===== config.mk =====
export PLATFORM = sky130hd
export DESIGN_NAME = wdg_top
export DESIGN_NICKNAME = d
export VERILOG_FILES = /design/src/wdg_pkg.sv /design/src/wdg_tick_sync.sv /design/src/wdg_top.sv
export SDC_FILE = /design/constraint.sdc
export NUM_CORES = 1
export LEC_CHECK = 0
export BUFFER_PORTS_ARGS = -buffer_cell sky130_fd_sc_hd__buf_2
export CAP_MARGIN = 20
export CELL_PAD_IN_SITES_DETAIL_PLACEMENT = 1
export CELL_PAD_IN_SITES_GLOBAL_PLACEMENT = 1
export CORE_UTILIZATION = 36
export CTS_CLUSTER_DIAMETER = 100
export CTS_CLUSTER_SIZE = 28
export DETAILED_ROUTE_END_ITERATION = 16
export PLACE_DENSITY_LB_ADDON = 0.05
export SKIP_CTS_REPAIR_TIMING = 1
export SLEW_MARGIN = 5
export SYNTH_ARGS = -nofsm -noshare
export SYNTH_HDL_FRONTEND = slang
export SYNTH_HIERARCHICAL = 1
export SYNTH_SLANG_ARGS = --single-unit

===== constraint.sdc =====
create_clock -name hclk -period 3.2 [get_ports hclk]
set_clock_uncertainty 0.05 [all_clocks]
set_input_delay 0.48 -clock hclk [delete_from_list [all_inputs] [get_ports hclk]]
set_output_delay 0.48 -clock hclk [all_outputs]
set_load 0.02 [all_outputs]

===== src/wdg_pkg.sv =====
package wdg_pkg;

	// register indices; byte address is four times the index
	localparam logic [9:0] CTRL_IDX = 10'h0c9;
	localparam logic [9:0] IRQ_IDX = 10'h0ca;
	localparam logic [9:0] STAT_IDX = 10'h0cb;

	// control register field positions
	localparam int CLR_POS = 4;
	localparam int MODE_POS = 2;
	localparam int INT_POS = 0;

	// irq register field positions
	localparam int IRQ_FLAG_POS = 0;
	localparam int IRQ_EN_POS = 1;

	// status register field positions
	localparam int STAT_BITE_POS = 0;
	localparam int STAT_ARM_POS = 1;

	// reset values
	localparam logic [1:0] INT_RST = 2'h0;
	localparam logic IRQ_EN_RST = 1'h0;

	// mode field codes
	localparam logic [1:0] MODE_IDLE = 2'h0;
	localparam logic [1:0] MODE_RSVD = 2'h1;
	localparam logic [1:0] MODE_WATCH = 2'h2;
	localparam logic [1:0] MODE_TIMER = 2'h3;

	// two-step clear keys
	localparam logic [3:0] KEY_FIRST = 4'ha;
	localparam logic [3:0] KEY_SECOND = 4'h5;

	// interval codes and their last count before the terminal event
	localparam logic [1:0] INT_32768 = 2'h0;
	localparam logic [1:0] INT_8192 = 2'h1;
	localparam logic [1:0] INT_512 = 2'h2;
	localparam logic [1:0] INT_64 = 2'h3;
	localparam logic [14:0] LAST_32768 = 15'h7fff;
	localparam logic [14:0] LAST_8192 = 15'h1fff;
	localparam logic [14:0] LAST_512 = 15'h01ff;
	localparam logic [14:0] LAST_64 = 15'h003f;

	// least counter width that holds the longest interval
	localparam int CNT_W_MIN = 15;

	// unit state, one-hot
	typedef enum logic [2:0] {
		ST_IDLE = 3'b001,
		ST_WATCH = 3'b010,
		ST_TIMER = 3'b100
	} wdg_state_type;

endpackage


===== src/wdg_tick_sync.sv =====
`timescale 1ns/1ps
// brings the slow clock pin into hclk and marks each rising edge
module wdg_tick_sync (
	input wire logic hclk,
	input wire logic hresetn,
	input wire logic ce,
	input wire logic lf_clk_in,
	output logic tick
);

	logic meta_r; // first stage, read only by sync_r
	logic sync_r; // second stage
	logic last_r; // previous synchronised level

	// two-flop synchroniser and edge memory
	always_ff @(posedge hclk or negedge hresetn) begin
		if (!hresetn) begin
			meta_r <= 1'b0;
			sync_r <= 1'b0;
			last_r <= 1'b0;
		end else if (ce) begin
			meta_r <= lf_clk_in;
			sync_r <= meta_r;
			last_r <= sync_r;
		end
	end

	// one-cycle pulse per slow clock period
	assign tick = ce & sync_r & ~last_r;

endmodule


===== src/wdg_top.sv =====
`timescale 1ns/1ps
module wdg_top #(
	parameter int CNT_W = 15
) (
	input wire logic hclk,
	input wire logic hresetn,
	input wire logic ce,
	input wire logic hsel,
	input wire logic [31:0] haddr,
	input wire logic [1:0] htrans,
	input wire logic hwrite,
	input wire logic [2:0] hsize,
	input wire logic [31:0] hwdata,
	input wire logic hready,
	input wire logic lf_clk_in,
	output logic [31:0] hrdata,
	output logic hreadyout,
	output logic hresp,
	output logic sys_reset_req,
	output logic wdog_irq
);

	// refuse a counter too narrow for the longest interval
	if (CNT_W < wdg_pkg::CNT_W_MIN) begin : g_bad_width
		$error("counter width too small");
	end

	// true when a stored word index selects the given register
	function automatic logic reg_hit(input logic [9:0] idx,
		input logic [9:0] reg_idx);
		reg_hit = (idx == reg_idx);
	endfunction

	// last count before the terminal event for an interval code
	function automatic logic [CNT_W-1:0] last_cnt(input logic [1:0] code);
		logic [14:0] v;
		v = wdg_pkg::LAST_32768;
		case (code)
			wdg_pkg::INT_8192: v = wdg_pkg::LAST_8192;
			wdg_pkg::INT_512: v = wdg_pkg::LAST_512;
			wdg_pkg::INT_64: v = wdg_pkg::LAST_64;
			default: v = wdg_pkg::LAST_32768;
		endcase
		last_cnt = CNT_W'(v);
	endfunction

	logic tick; // one pulse per slow clock rising edge
	logic dp_valid_r; // a data phase is under way
	logic dp_write_r; // that data phase writes
	logic [9:0] dp_idx_r; // word index of that data phase
	logic hreadyout_r; // always ready, no wait states
	logic hresp_r; // always okay
	logic [31:0] hrdata_r; // read data for the data phase
	wdg_pkg::wdg_state_type state_r; // idle, watchdog or timer
	wdg_pkg::wdg_state_type state_nxt;
	logic [CNT_W-1:0] cnt_r; // interval counter, not readable
	logic [CNT_W-1:0] cnt_nxt;
	logic [1:0] intv_r; // interval code
	logic [1:0] intv_nxt;
	logic armed_r; // first key seen, waiting for second
	logic tick_seen_r; // one slow edge passed since arming
	logic bite_r; // sticky system reset request
	logic irq_flag_r; // sticky timer interrupt flag
	logic irq_en_r; // interrupt enable
	logic irq_r; // gated interrupt request
	logic ap_take; // address phase accepted this cycle
	logic wr_ctrl; // control register written now
	logic wr_irq; // irq register written now
	logic [3:0] w_clr; // written clear key
	logic [1:0] w_mode; // written mode code
	logic [1:0] w_int; // written interval code
	logic term; // slow edge at the last count
	logic kick; // completed clear sequence
	logic [31:0] rd_word; // read mux output

	// slow clock pin crossing
	wdg_tick_sync u_tick (
		.hclk(hclk),
		.hresetn(hresetn),
		.ce(ce),
		.lf_clk_in(lf_clk_in),
		.tick(tick)
	);

	assign ap_take = hsel & htrans[1] & hready;
	assign wr_ctrl = ce & dp_valid_r & dp_write_r &
		reg_hit(dp_idx_r, wdg_pkg::CTRL_IDX);
	assign wr_irq = ce & dp_valid_r & dp_write_r &
		reg_hit(dp_idx_r, wdg_pkg::IRQ_IDX);
	assign w_clr = hwdata[wdg_pkg::CLR_POS +: 4];
	assign w_mode = hwdata[wdg_pkg::MODE_POS +: 2];
	assign w_int = hwdata[wdg_pkg::INT_POS +: 2];
	assign term = tick & (cnt_r == last_cnt(intv_r));
	assign kick = wr_ctrl & (state_r == wdg_pkg::ST_WATCH) & armed_r &
		(w_clr == wdg_pkg::KEY_SECOND);

	// address phase capture for the following data phase
	always_ff @(posedge hclk or negedge hresetn) begin
		if (!hresetn) begin
			dp_valid_r <= 1'b0;
			dp_write_r <= 1'b0;
			dp_idx_r <= 10'h000;
		end else if (ce) begin
			dp_valid_r <= ap_take;
			dp_write_r <= hwrite;
			dp_idx_r <= haddr[11:2];
		end
	end

	// read mux; clear keys and the counter read as zero
	always_comb begin
		rd_word = 32'h0000_0000;
		if (reg_hit(haddr[11:2], wdg_pkg::CTRL_IDX)) begin
			case (state_r)
				wdg_pkg::ST_WATCH: rd_word[wdg_pkg::MODE_POS +: 2] =
					wdg_pkg::MODE_WATCH;
				wdg_pkg::ST_TIMER: rd_word[wdg_pkg::MODE_POS +: 2] =
					wdg_pkg::MODE_TIMER;
				default: rd_word[wdg_pkg::MODE_POS +: 2] = wdg_pkg::MODE_IDLE;
			endcase
			rd_word[wdg_pkg::INT_POS +: 2] = intv_r;
		end else if (reg_hit(haddr[11:2], wdg_pkg::IRQ_IDX)) begin
			rd_word[wdg_pkg::IRQ_FLAG_POS] = irq_flag_r;
			rd_word[wdg_pkg::IRQ_EN_POS] = irq_en_r;
		end else if (reg_hit(haddr[11:2], wdg_pkg::STAT_IDX)) begin
			rd_word[wdg_pkg::STAT_BITE_POS] = bite_r;
			rd_word[wdg_pkg::STAT_ARM_POS] = armed_r;
		end
	end

	// bus answer: zero wait states, okay, unmapped reads give zero
	always_ff @(posedge hclk or negedge hresetn) begin
		if (!hresetn) begin
			hreadyout_r <= 1'b1;
			hresp_r <= 1'b0;
			hrdata_r <= 32'h0000_0000;
		end else if (ce) begin
			hreadyout_r <= 1'b1;
			hresp_r <= 1'b0;
			if (ap_take && !hwrite) begin
				hrdata_r <= rd_word;
			end
		end
	end

	// mode, interval and counter next values
	always_comb begin
		state_nxt = state_r;
		cnt_nxt = cnt_r;
		intv_nxt = intv_r;
		// counting runs only outside idle; terminal wraps to zero
		if (tick && state_r != wdg_pkg::ST_IDLE) begin
			cnt_nxt = term ? '0 : cnt_r + 1'b1;
		end
		case (state_r)
			wdg_pkg::ST_IDLE: begin
				// clear keys have no effect here
				if (wr_ctrl) begin
					intv_nxt = w_int;
					if (w_mode == wdg_pkg::MODE_WATCH) begin
						state_nxt = wdg_pkg::ST_WATCH;
						cnt_nxt = '0;
					end else if (w_mode == wdg_pkg::MODE_TIMER) begin
						state_nxt = wdg_pkg::ST_TIMER;
						cnt_nxt = '0;
					end
				end
			end
			wdg_pkg::ST_WATCH: begin
				// mode and interval locked; only the key pair acts
				if (kick) begin
					cnt_nxt = '0;
				end
			end
			wdg_pkg::ST_TIMER: begin
				// mode 10 and 01 ignored here: stop first
				if (wr_ctrl) begin
					if (w_mode == wdg_pkg::MODE_IDLE) begin
						state_nxt = wdg_pkg::ST_IDLE;
						cnt_nxt = '0;
					end else if (w_clr[0]) begin
						cnt_nxt = '0;
					end
				end
			end
			default: begin
				state_nxt = wdg_pkg::ST_IDLE;
				cnt_nxt = '0;
			end
		endcase
	end

	// mode state; watchdog has no way out but reset
	always_ff @(posedge hclk or negedge hresetn) begin
		if (!hresetn) begin
			state_r <= wdg_pkg::ST_IDLE;
		end else if (ce) begin
			state_r <= state_nxt;
		end
	end

	// counter; no low-power clear, so value survives sleep
	always_ff @(posedge hclk or negedge hresetn) begin
		if (!hresetn) begin
			cnt_r <= '0;
		end else if (ce) begin
			cnt_r <= cnt_nxt;
		end
	end

	// interval code, written only while idle
	always_ff @(posedge hclk or negedge hresetn) begin
		if (!hresetn) begin
			intv_r <= wdg_pkg::INT_RST;
		end else if (ce) begin
			intv_r <= intv_nxt;
		end
	end

	// first key arms; arm lapses on the second slow edge
	always_ff @(posedge hclk or negedge hresetn) begin
		if (!hresetn) begin
			armed_r <= 1'b0;
			tick_seen_r <= 1'b0;
		end else if (ce) begin
			if (wr_ctrl && state_r == wdg_pkg::ST_WATCH) begin
				armed_r <= (w_clr == wdg_pkg::KEY_FIRST);
				tick_seen_r <= 1'b0;
			end else if (tick && armed_r) begin
				if (tick_seen_r) begin
					armed_r <= 1'b0;
				end
				tick_seen_r <= 1'b1;
			end
		end
	end

	// watchdog bite; a kick in the same cycle saves it
	always_ff @(posedge hclk or negedge hresetn) begin
		if (!hresetn) begin
			bite_r <= 1'b0;
		end else if (ce) begin
			if (state_r == wdg_pkg::ST_WATCH && term && !kick) begin
				bite_r <= 1'b1;
			end
		end
	end

	// timer flag: set beats a write-one clear
	always_ff @(posedge hclk or negedge hresetn) begin
		if (!hresetn) begin
			irq_flag_r <= 1'b0;
			irq_en_r <= wdg_pkg::IRQ_EN_RST;
		end else if (ce) begin
			if (state_r == wdg_pkg::ST_TIMER && term) begin
				irq_flag_r <= 1'b1;
			end else if (wr_irq && hwdata[wdg_pkg::IRQ_FLAG_POS]) begin
				irq_flag_r <= 1'b0;
			end
			if (wr_irq) begin
				irq_en_r <= hwdata[wdg_pkg::IRQ_EN_POS];
			end
		end
	end

	// gated interrupt request
	always_ff @(posedge hclk or negedge hresetn) begin
		if (!hresetn) begin
			irq_r <= 1'b0;
		end else if (ce) begin
			irq_r <= irq_flag_r & irq_en_r;
		end
	end

	assign hrdata = hrdata_r;
	assign hreadyout = hreadyout_r;
	assign hresp = hresp_r;
	assign sys_reset_req = bite_r;
	assign wdog_irq = irq_r;
endmodule


## Word level (Yosys, flattened, before mapping)

Cells that the tools add are included.

- Output and inout bits: 36
- Bits in registers: 45
- Bits in writable memories: 0
- Bits in latches: 0
- Memory bits (read-only): 0
- Memories: 0
- Logic and storage cells: 104

- Multiply operators: 0
- Shift-type cells: 0
- Div/mod/pow operators: 0
- Reductions and logical operators: 22
- Mux-type cells: 29
- Magnitude comparators: 0
- Equality and inequality tests: 21
- Add/sub/neg operators: 1
- Bitwise logic cells: 15

Operators with widths:

| cell | number |
|---|---|
| 15-bit two-way mux | 9 |
| 15-bit case mux with 3 select lines | 2 |
| 10-bit by 8-bit == test with 1-bit output (second input constant) | 5 |
| 15-bit by 1-bit adder with 15-bit output (second input constant) | 1 |
| 15-bit == test | 1 |
| 3-bit two-way mux | 5 |
| 1-bit AND | 13 |
| 2-bit AND reduction | 5 |
| 3-bit case mux with 3 select lines | 1 |
| 2-bit == test (second input constant) | 4 |
| 1-bit logical AND | 8 |
| 2-bit two-way mux | 4 |
| 1-bit two-way mux | 7 |
| 2-bit != test (second input constant) | 3 |
| 3-bit AND reduction | 2 |
| 6-bit AND reduction | 1 |
| 2-bit nonzero test | 3 |
| 4-bit by 3-bit == test with 1-bit output (second input constant) | 1 |
| 4-bit == test (second input constant) | 1 |
| 2-bit case mux with 2 select lines | 1 |
| 3-bit by 1-bit == test with 1-bit output (second input constant) | 1 |
| 3-bit by 2-bit == test with 1-bit output (second input constant) | 1 |
| 3-bit == test (second input constant) | 1 |
| 3-bit by 1-bit != test with 1-bit output (second input constant) | 1 |
| other kinds (5) | 7 |

## Longest topological paths before layout

Gate-level depths: netlist (run 1).

- Depth after elaboration: 10
- Depth in mapped cells: 8
- Depth with buffers taken out: 6

## Cells and area by module

Netlist (run 1), hierarchy kept.

By module, submodules not included:

| module | instances | area each (um2) | sequential area each (um2) | cells an instance |
|---|---|---|---|---|
| wdg_top | 1 | 2551.2 | 1052.3 | 256 |
| wdg_tick_sync | 1 | 118.9 | 75.1 | 7 |

## Least setup slack after synthesis (run 1)

Ideal clock, no wire load.

- Kind: reg-to-reg
- Start: reg state_r[0]
- End: reg cnt_r[5]
- Path buffers: 1
- Period minus slack after synthesis: 2.298 ns
- Library setup time: 0.083 ns
- Arrival time: 2.165 ns
- Cell stages (with the launch flop): 7
- Path slack: 0.902 ns
- Required time: 3.067 ns
- Cell sequence: dfstp_2 -> clkbuf_2 -> or3b_1 -> a21oi_1 -> a21oi_2 -> or4_2 -> o21ai_0

- Longest elaborated chain between the ends: 7

Ends and longest elaborated chain:

| item | line | text |
|---|---|---|
| start, declared | wdg_top.sv:54 | `wdg_pkg::wdg_state_type state_r;` |
| start signal, assigned | wdg_top.sv:196 | `state_r <= wdg_pkg::ST_IDLE;` |
| start signal, assigned | wdg_top.sv:198 | `state_r <= state_nxt;` |
| 3-bit by 1-bit != test with 1-bit output | wdg_top.sv:152 | `if (tick && state_r != wdg_pkg::ST_IDLE) begin` |
| 1-bit logical AND | wdg_top.sv:152 |  |
| 15-bit two-way mux | wdg_top.sv:152 |  |
| 15-bit two-way mux, on equally long branches | wdg_top.sv:181, wdg_top.sv:163 |  |
| 15-bit two-way mux, on equally long branches | wdg_top.sv:178, wdg_top.sv:160 |  |
| 15-bit two-way mux, on equally long branches | wdg_top.sv:177, wdg_top.sv:158 |  |
| 15-bit case mux with 3 select lines * | wdg_top.sv:155 | `case (state_r)` |
| end signal, assigned | wdg_top.sv:207 | `cnt_r <= cnt_nxt;` |
| end, declared | wdg_top.sv:56 | `logic [CNT_W-1:0] cnt_r;` |

Mark *: on every way between the ends. The rest lies on a longest branch, timed or not.
A chain may end at the register's enable or synchronous reset.

## Worst setup path in the final report (run 1)

- Start: reg dp_idx_r[2]
- End: reg cnt_r[0]

- Longest elaborated chain between the ends: 7

Ends and longest elaborated chain:

| item | line | text |
|---|---|---|
| start, declared | wdg_top.sv:50 | `logic [9:0] dp_idx_r;` |
| start signal, assigned | wdg_top.sv:106 | `dp_idx_r <= haddr[11:2];` |
| 10-bit by 8-bit == test with 1-bit output * | wdg_top.sv:31 | `reg_hit = (idx == reg_idx);` |
| 1-bit AND * | wdg_top.sv:86 | `assign wr_ctrl = ce & dp_valid_r & dp_write_r &` |
| 1-bit AND (3 in series) | wdg_top.sv:94 | `assign kick = wr_ctrl & (state_r == wdg_pkg::ST_WATCH) & armed_r &` |
| 15-bit two-way mux | wdg_top.sv:171 | `if (kick) begin` |
| 15-bit case mux with 3 select lines * | wdg_top.sv:155 |  |

Marks and branches as above.

==> results of run 1 <==
-- worst max path at each step --
stage | end | slack [ps]
2_1_floorplan | cnt_r[5] | 900
3_3_place_gp | cnt_r[0] | 500
3_5_place_dp | cnt_r[12] | 470
4_1_cts | cnt_r[0] | 480
5_1_grt | cnt_r[0] | 380
6_report | cnt_r[0] | 500
-- cells in the mapped netlist (all sizes together) (5+ instances only) --
master   instances  area share
o2bb2ai          6       0.020
nand2b           5       0.012
a31oi            7       0.016
nor2            12       0.017
xnor2            5       0.016
a21oi            6       0.013
mux2            22       0.094
buf             32       0.090
nand3            9       0.017
inv              8       0.011
o21ai           11       0.021
dfrtp           44        0.41
clkbuf           5      0.0075
nand2           23       0.032
-- cell type report --
type                       instances  area share
timing repair buffer              34      0.0650
clock buffer                       6      0.0282
clock inverter                     2     0.00471
inverter                           8      0.0103
tap                               99      0.0424
sequential                        45       0.386
multi-input combinational        201       0.464
-- routing by layer --
layer | up-vias | GRT usage | share of wire
li1 | 959 | - | -
met1 | 948 | 0.233 | 0.52
met2 | 42 | 0.268 | 0.44
met3 | 7 | 0.0311 | 0.033
met4 | 0 | 0.0572 | 0.013
met5 | - | 0 | 0
-- placed cells by master (no fill, tap or decap), types with 2 or more instances in the layout --
master and count:
a21oi_1 5, a22oi_1 2, a31oi_1 7, and2_1 2
and3_1 3, and4_1 2, buf_2 31, buf_4 2
clkbuf_8 6, conb_1 30, dfrtp_1 44, inv_1 8
mux2_2 21, nand2_1 23, nand2b_1 5, nand3_1 9
nand3b_1 4, nand4_1 4, nor2_1 12, nor2b_1 2
nor3_1 3, nor4_1 2, nor4bb_1 2, o21ai_0 10
o2bb2ai_1 6, o31ai_1 4, o41ai_1 2, or4_2 4
or4b_2 2, xnor2_1 5
-- stage by stage --
stage               instance area (um^2)  hold slack, ps  setup WS (ps)  cells
global route                        2920            55.3            378    395
finish                              2920            40.0            499    395
detailed placement                  2810             415            470    386
floorplan                           2780             134            902    291
CTS                                 2900             351            478    394
global placement                    2810             411            504    386
-- report_power, final --
part | switching, mW | internal (mW) | total (mW)
combinational | 0.306 | 0.162 | 0.468
clock | 0.208 | 0.175 | 0.384
sequential | 0.0499 | 0.614 | 0.663
-- registers in the layout, indices dropped and copies added (netlist names) --
name / cells
intv_r: 2
irq_en_r: 1
u_tick/sync_r: 1
sys_reset_req: 1
state_r: 3
dp_idx_r: 10
dp_valid_r: 1
u_tick/meta_r: 1
u_tick/last_r: 1
hrdata: 4
armed_r: 1
wdog_irq: 1
tick_seen_r: 1
irq_flag_r: 1
dp_write_r: 1
cnt_r: 15
-- cell families after synthesis --
family / count (synthesis) / share of synthesized area
simple gates: 92 / 0.214
compound gates: 49 / 0.129
flops: 45 / 0.422
buf+inv: 45 / 0.109
mux: 23 / 0.0979
xor+xnor: 6 / 0.0197
other cells: 2 / 0.00281
fa+ha+maj: 1 / 0.00469
==> metrics.csv, run 1 <==
metric,value,unit
finalMaxSlewViolations,0,
ff_latch_area,1130,um^2
powerDensity,518,nW/um^2
yosys_warnings,6,
syn_area,2670,um^2
final_net_count,372,
die-area,7770,um^2
p_total,1.51,mW
drtIter0Drc,63,
wire_per_inst,15.2,um
fillers,866,
drt_wl_total,6.00,mm
r2r-start,dp_idx_r[2],
ir_drop,0.161,mV
clk_pin_slew_worst_paths,90,ps
status,"complete, no violations",
grt_usage,0.169,
port_buffers,31,
finalCritPeriodShare,0.844,
worst-setup-path-type,register to register,
synth_seq_area_share,0.422,
clk_latency,300,ps
cts_root_buf,clkbuf_8,
path_buf_inv,0,
dieWidth,88.1,um
tightest_slew,571,ps
synth-edff-count,0,
drc,0,
hpwl,4.32,mm
core,7210,um^2
multi_input_area,1360,um^2
hold_class,primary input to asynchronous set/reset pin,
clockBufferDepth,2,
critPathTopFamily,simple AND/OR/NAND/NOR gates,
startpoint,dp_idx_r[2],
cts_buffers,5,
clock-sinks,45,
cp_num_cells,6,
grt_pass1_wl,10.1,mm
antenna_found_initial,0,
maxCapViolations,0,
period_needed,2700,ps
synthFlopType,dfrtp_1,
worst_setup_path_end_kind,register,
power.leakage,1.29,nW
finalHoldViolCount,0,
ios,112,
r2r_end,cnt_r[0],
tns,0,ps
gp_congestion,0.724,
via_per_inst,4.95,
rsz0062_at_grt,false,
num_rows,31,
arrival,2850,ps
cpPeakStageDelay,550,ps
setup_viol,0,
dr.pass1.iters,4,
grt_max_degree,46,
cp_cell_sequence,"or4b_4, nor4_4, a311oi_2, a21oi_2, o21ai_1, mux2_4",
layout.core_utilization,0.405,
rrSetupSlack,500,ps
area_delta_synth_final,9.51,%
required,3350,ps
max_slew_margin,0.616,
grt-ovfl-total,0,
antenna_cells,0,
htree_levels,2,
cts_tree,built,
ys_seq_elements,45,
syn_inst,263,
ant_nets,0,
crit_path_max_fanout,9,
drive_above_1_share,0.277,
synth_area_per_cell,10.2,um^2
synthArstFlopShare,1.00,
synth_cell_types,63,
grt_pass1_vias,1959,
worstRegToRegCells,6,
num_vias,1956,
max_freq,0.370,GHz
die_height,88.1,um
initial_utilization,0.370,
cpMaxStageDelayCell,or4b_4,
worstSetupStartpointType,register,
No activity file was read; power rests on OpenSTA's default activity.
==> inputs of run 2 (changes only) <==
Settings changed: ABC_AREA set to 1, CORE_UTILIZATION 36 to 34.
Clock period 3.2 ns to 2.6 ns, I/O delays scaled along.
==> metrics.csv, run 2 <==
metric,value,unit
cp_cell_sequence,"ha_1, nand3_2, nor2_4, nand2_2, nor2_2, nand3_2, nand2_1, inv_2, nand2_8, o21ai_2",
area_delta_synth_final,10.1,%
antenna_found_initial,0,
layout.core_utilization,0.387,
regMostFlops,cnt_r,
tns,0,ps
finalMaxSlewViolations,0,
drive_above_1_share,0.177,
drtIter0Drc,84,
cpPeakStageDelay,460,ps
clk_pin_slew_worst_paths,100,ps
worstSetupStartpointType,register,
maxCapViolations,0,
clock-sinks,45,
setup_viol,0,
worst-setup-path-type,register to register,
cp_common_cell,nand3_2,
largest_reg_flops,15,
synth-edff-count,0,
yosysTopAreaCell,dfrtp_1,
status,"complete, no violations",
synthFlopType,dfrtp_1,
max_freq,0.564,GHz
grt_usage,0.184,
grt_pass1_vias,2612,
num_vias,2526,
wire_per_inst,13.2,um
ys_seq_elements,45,
die-area,8860,um^2
synth_area_per_cell,7.25,um^2
core,8220,um^2
synthArstFlopShare,1.00,
required,2740,ps
ant_nets,0,
synth_cell_types,32,
cp_num_cells,10,
powerDensity,564,nW/um^2
grt_pass1_wl,12.6,mm
path_buf_inv,1,
via_per_inst,4.68,
rsz0062_at_grt,false,
grt-ovfl-total,0,
drt_wl_total,7.12,mm
fin_ws,828,ps
synthTopCellsByArea,"dfrtp_1 38%, nand2_1 16%, buf_4 7.8%",
dpl_worst_slack,619,ps
final_cell_mix,"123 x nand2_1, 44 x dfrtp_1, 43 x inv_1, 31 x buf_2",
final_common_cell,nand2_1,
synth.cells.most_frequent,"123 x nand2_1, 44 x dfrtp_1, 43 x inv_1",
power.leakage,1.58,nW
worst_setup_path_end_kind,register,
finalHoldViolCount,0,
cts_tree,built,
min_path_cells,3,
hpwl,5.57,mm
arrival,1920,ps
drc,0,
num_rows,33,
dieWidth,94.1,um
clk_latency,310,ps
cts_buffers,5,
clockBufferDepth,2,
syn_inst,398,
final_net_count,511,
hold_class,primary input to register,
dr.pass1.iters,4,
finalCritPeriodShare,0.682,
holdWs,224,ps
synth.top_cell.area_share,0.381,
cpMaxStageDelayCell,dfrtp_1,
synthMostInstantiatedCell,nand2_1,
ir_drop,0.276,mV
htree_levels,2,
yosys_warnings,6,
place_inst,531,
grt_max_degree,28,
die_height,94.1,um
critPathTopFamily,simple AND/OR/NAND/NOR gates,
initial_utilization,0.351,
ios,112,
port_buffers,31,
synth_seq_area_share,0.391,
period_needed,1770,ps
worstRegToRegCells,10,
finalNonFillerCells,540,
antenna_cells,0,
syn_area,2890,um^2
cts_root_buf,clkbuf_8,
crit_path_max_fanout,10,
gp_congestion,0.803,
run 2: changes by cell type after synthesis, sizes merged, moves of 5 or more:
cell / before / now
o2bb2ai: 6 / 0
a31oi: 7 / 0
xor2: 1 / 9
inv: 8 / 46
xnor2: 5 / 0
nand2b: 5 / 0
nand3: 9 / 34
mux2: 22 / 0
nor2: 12 / 35
o21ai: 11 / 34
nand2: 23 / 128
nand4: 4 / 10
run 2: report_power, final:
group	internal (mW)	switching (mW)	leakage, nW
registers	0.764	0.0460	0.594
clock network	0.221	0.275	0.0518
logic	0.137	0.348	0.938
total	1.12	0.669	1.58
run 2: final cells by class:
type                       instances  area, um^2
clock buffer                       6        82.6
inverter                          47         176
sequential                        45        1130
timing repair buffer              37         203
tap                              105         131
multi-input combinational        298        1440
fill                            1052        5040
clock inverter                     2        17.5
run 2: worst paths after layout:
kind | endpoint | start | slack [ps]
setup / recovery | cnt_r[2] | cnt_r[0] | 830
hold / removal | u_tick/meta_r | lf_clk_in | 220
setup reg to reg | cnt_r[2] | cnt_r[0] | 830
hold reg to reg | dp_idx_r[7] | dp_idx_r[7] | 430
max in group asynchronous | state_r[0] | hresetn | 1220
min in group asynchronous | dp_idx_r[6] | hresetn | 490
run 2: metal layers:
metal  up-vias  share of wire  global-route usage
met4         0         0.0090              0.0423
met2        36           0.47               0.304
met1      1212           0.50               0.250
met5         -              0                   0
li1       1272              -                   -
met3         6          0.025              0.0283
run 2: kinds of logic after synthesis:
| group | after synthesis | synth area share |
|---|---|---|
| AOI/OAI and AO/OA | 43 | 0.0923 |
| DFF | 45 | 0.391 |
| and+or+nand+nor | 215 | 0.335 |
| buffers and inverters | 83 | 0.147 |
| other | 2 | 0.00260 |
| xor gates and xnor gates | 9 | 0.0273 |
| adders and majority gates | 1 | 0.00433 |
run 2: through the flow:
stage,total power [mW],instance area (um^2)
after detailed placement,1.32,3070
after floorplan,1.21,2990
after global routing,1.91,3180
final,1.79,3180
after global placement,1.31,3070
after CTS,1.82,3170
run 2: worst reg2reg max path, delay by kind of cell, from the launching register on:
family | cells | cell delay [ps]
flip-flops | 1 | 460
AND/OR/NAND/NOR | 7 | 790
AO/OA/AOI/OAI | 1 | 70
adder cells (fa/ha/maj) | 1 | 220
buffers and inverters | 1 | 70
==> inputs of run 3 (changes only) <==
Settings changed: CORE_UTILIZATION 34 to 31.
Clock period 2.6 ns to 1.5 ns, I/O delays scaled along.
==> metrics.csv, run 3 (synthesis gave the netlist of run 2 again) <==
metric,value,unit
ir_drop,0.533,mV
num_rows,34,
antenna_cells,0,
dr.pass1.iters,6,
clockBufferDepth,2,
rsz0062_at_grt,true,
ant_nets,0,
max_freq,0.593,GHz
antenna_found_initial,0,
dieWidth,98.5,um
r2r_end,cnt_r[5],
finalNonFillerCells,600,
finalMaxSlewViolations,0,
finalHoldViolCount,0,
worst_setup_path_end_kind,register,
drc,0,
drt_wl_total,8.11,mm
fin_ws,-186,ps
cts_root_buf,clkbuf_8,
gp_congestion,0.766,
drtIter0Drc,54,
fillers,1133,
regMostFlops,cnt_r,
grt_use_met3,0.0333,
largest_reg_flops,15,
grt_max_degree,46,
place_inst,586,
initial_utilization,0.326,
grt_pass1_vias,2806,
worst-setup-path-type,register to register,
final_net_count,568,
clock-sinks,45,
grt_pass1_wl,13.7,mm
arrival,1820,ps
clk_latency,300,ps
clk_pin_slew_worst_paths,100,ps
ios,112,
via_per_inst,4.60,
finalCritPeriodShare,1.12,
busiest_layer,met2,
grt-ovfl-total,0,
power.leakage,1.89,nW
powerDensity,901,nW/um^2
grt_use_met2,0.312,
cts_buffers,5,
core,8850,um^2
hpwl,6.20,mm
hold_class,primary input to register,
met1_usage,0.233,
r2r-start,dp_idx_r[4],
critPathCapture,cnt_r[5],
final_common_cell,nand2_1,
final_cell_mix,"116 x nand2_1, 58 x buf_4, 44 x dfrtp_1, 42 x inv_1, 31 x buf_2",
num_vias,2758,
grt_usage,0.178,
die-area,9700,um^2
drive_above_1_share,0.319,
required,1640,ps
worstRegToRegCells,8,
area_delta_synth_final,29.8,%
rrSetupSlack,-190,ps
wire_per_inst,13.5,um
port_buffers,31,
maxCapViolations,0,
crit_path_max_fanout,6,
cts_tree,built,
period_needed,1690,ps
dpl_worst_slack,-271,ps
setup_viol,24,
worstSetupStartpointType,register,
die_height,98.5,um
startpoint,dp_idx_r[4],
status,"finished, violations left",
htree_levels,2,
violations,setup timing,
[run 3: final cells by class]
cell class	instances	area [um^2]	share of cell area
clock buffers	6	82.6	0.0220
clock inverters	2	13.8	0.00367
inverters	47	179	0.0477
multi-input cells	299	1570	0.418
flip-flops and latches	45	1130	0.301
well taps	108	135	0.0361
repair buffers	93	643	0.172
[run 3: power breakdown]
part           switching [mW]  internal (mW)
clock network           0.462          0.375
logic                   0.738          0.399
registers              0.0762           1.32
total                    1.28           2.10
[run 3: how the worst min path moves through the flow]
| stage | endpoint | startpoint | depth (start not counted) |
|---|---|---|---|
| CTS | dp_valid_r | hresetn | 2 |
| finish | u_tick/meta_r | lf_clk_in | 3 |
| global route | dp_idx_r[7] | haddr[9] | 3 |
| global placement | u_tick/sync_r | hresetn | 2 |
| detailed placement | cnt_r[7] | hresetn | 2 |
| floorplan | armed_r | hresetn | 0 |
[run 3: through the flow]
| stage | TNS [ps] | power [mW] | hold WS, ps | util | cell area (um^2) |
|---|---|---|---|---|---|
| after floorplan | -250 | 2.10 | -121 | - | 2990 |
| after global placement | -4350 | 2.43 | 187 | 0.393 | 3470 |
| after detailed placement | -5160 | 2.45 | 182 | 0.393 | 3470 |
| after CTS | -6140 | 3.29 | -150 | 0.403 | 3570 |
| after global routing | -6650 | 3.59 | 86.5 | 0.424 | 3750 |
| final | -3210 | 3.38 | 75.2 | 0.424 | 3750 |
[run 3: per-layer routing]
layer | routed length [um] | share of wire | up-vias
li1 | - | - | 1384
met1 | 3800 | 0.47 | 1336
met2 | 4120 | 0.51 | 34
met3 | 139 | 0.017 | 4
met4 | 53 | 0.0065 | 0
met5 | 0 | 0 | -
[run 3: worst max-delay path, stage by stage, from the launching register on]
cell,delay (ps)
dfrtp_1,400
nor2_2,120
nand3_2,140
nor2_4,210
nand3_2,100
nand2_2,110
nand3_4,180
nand2_4,190
o21ai_2,60
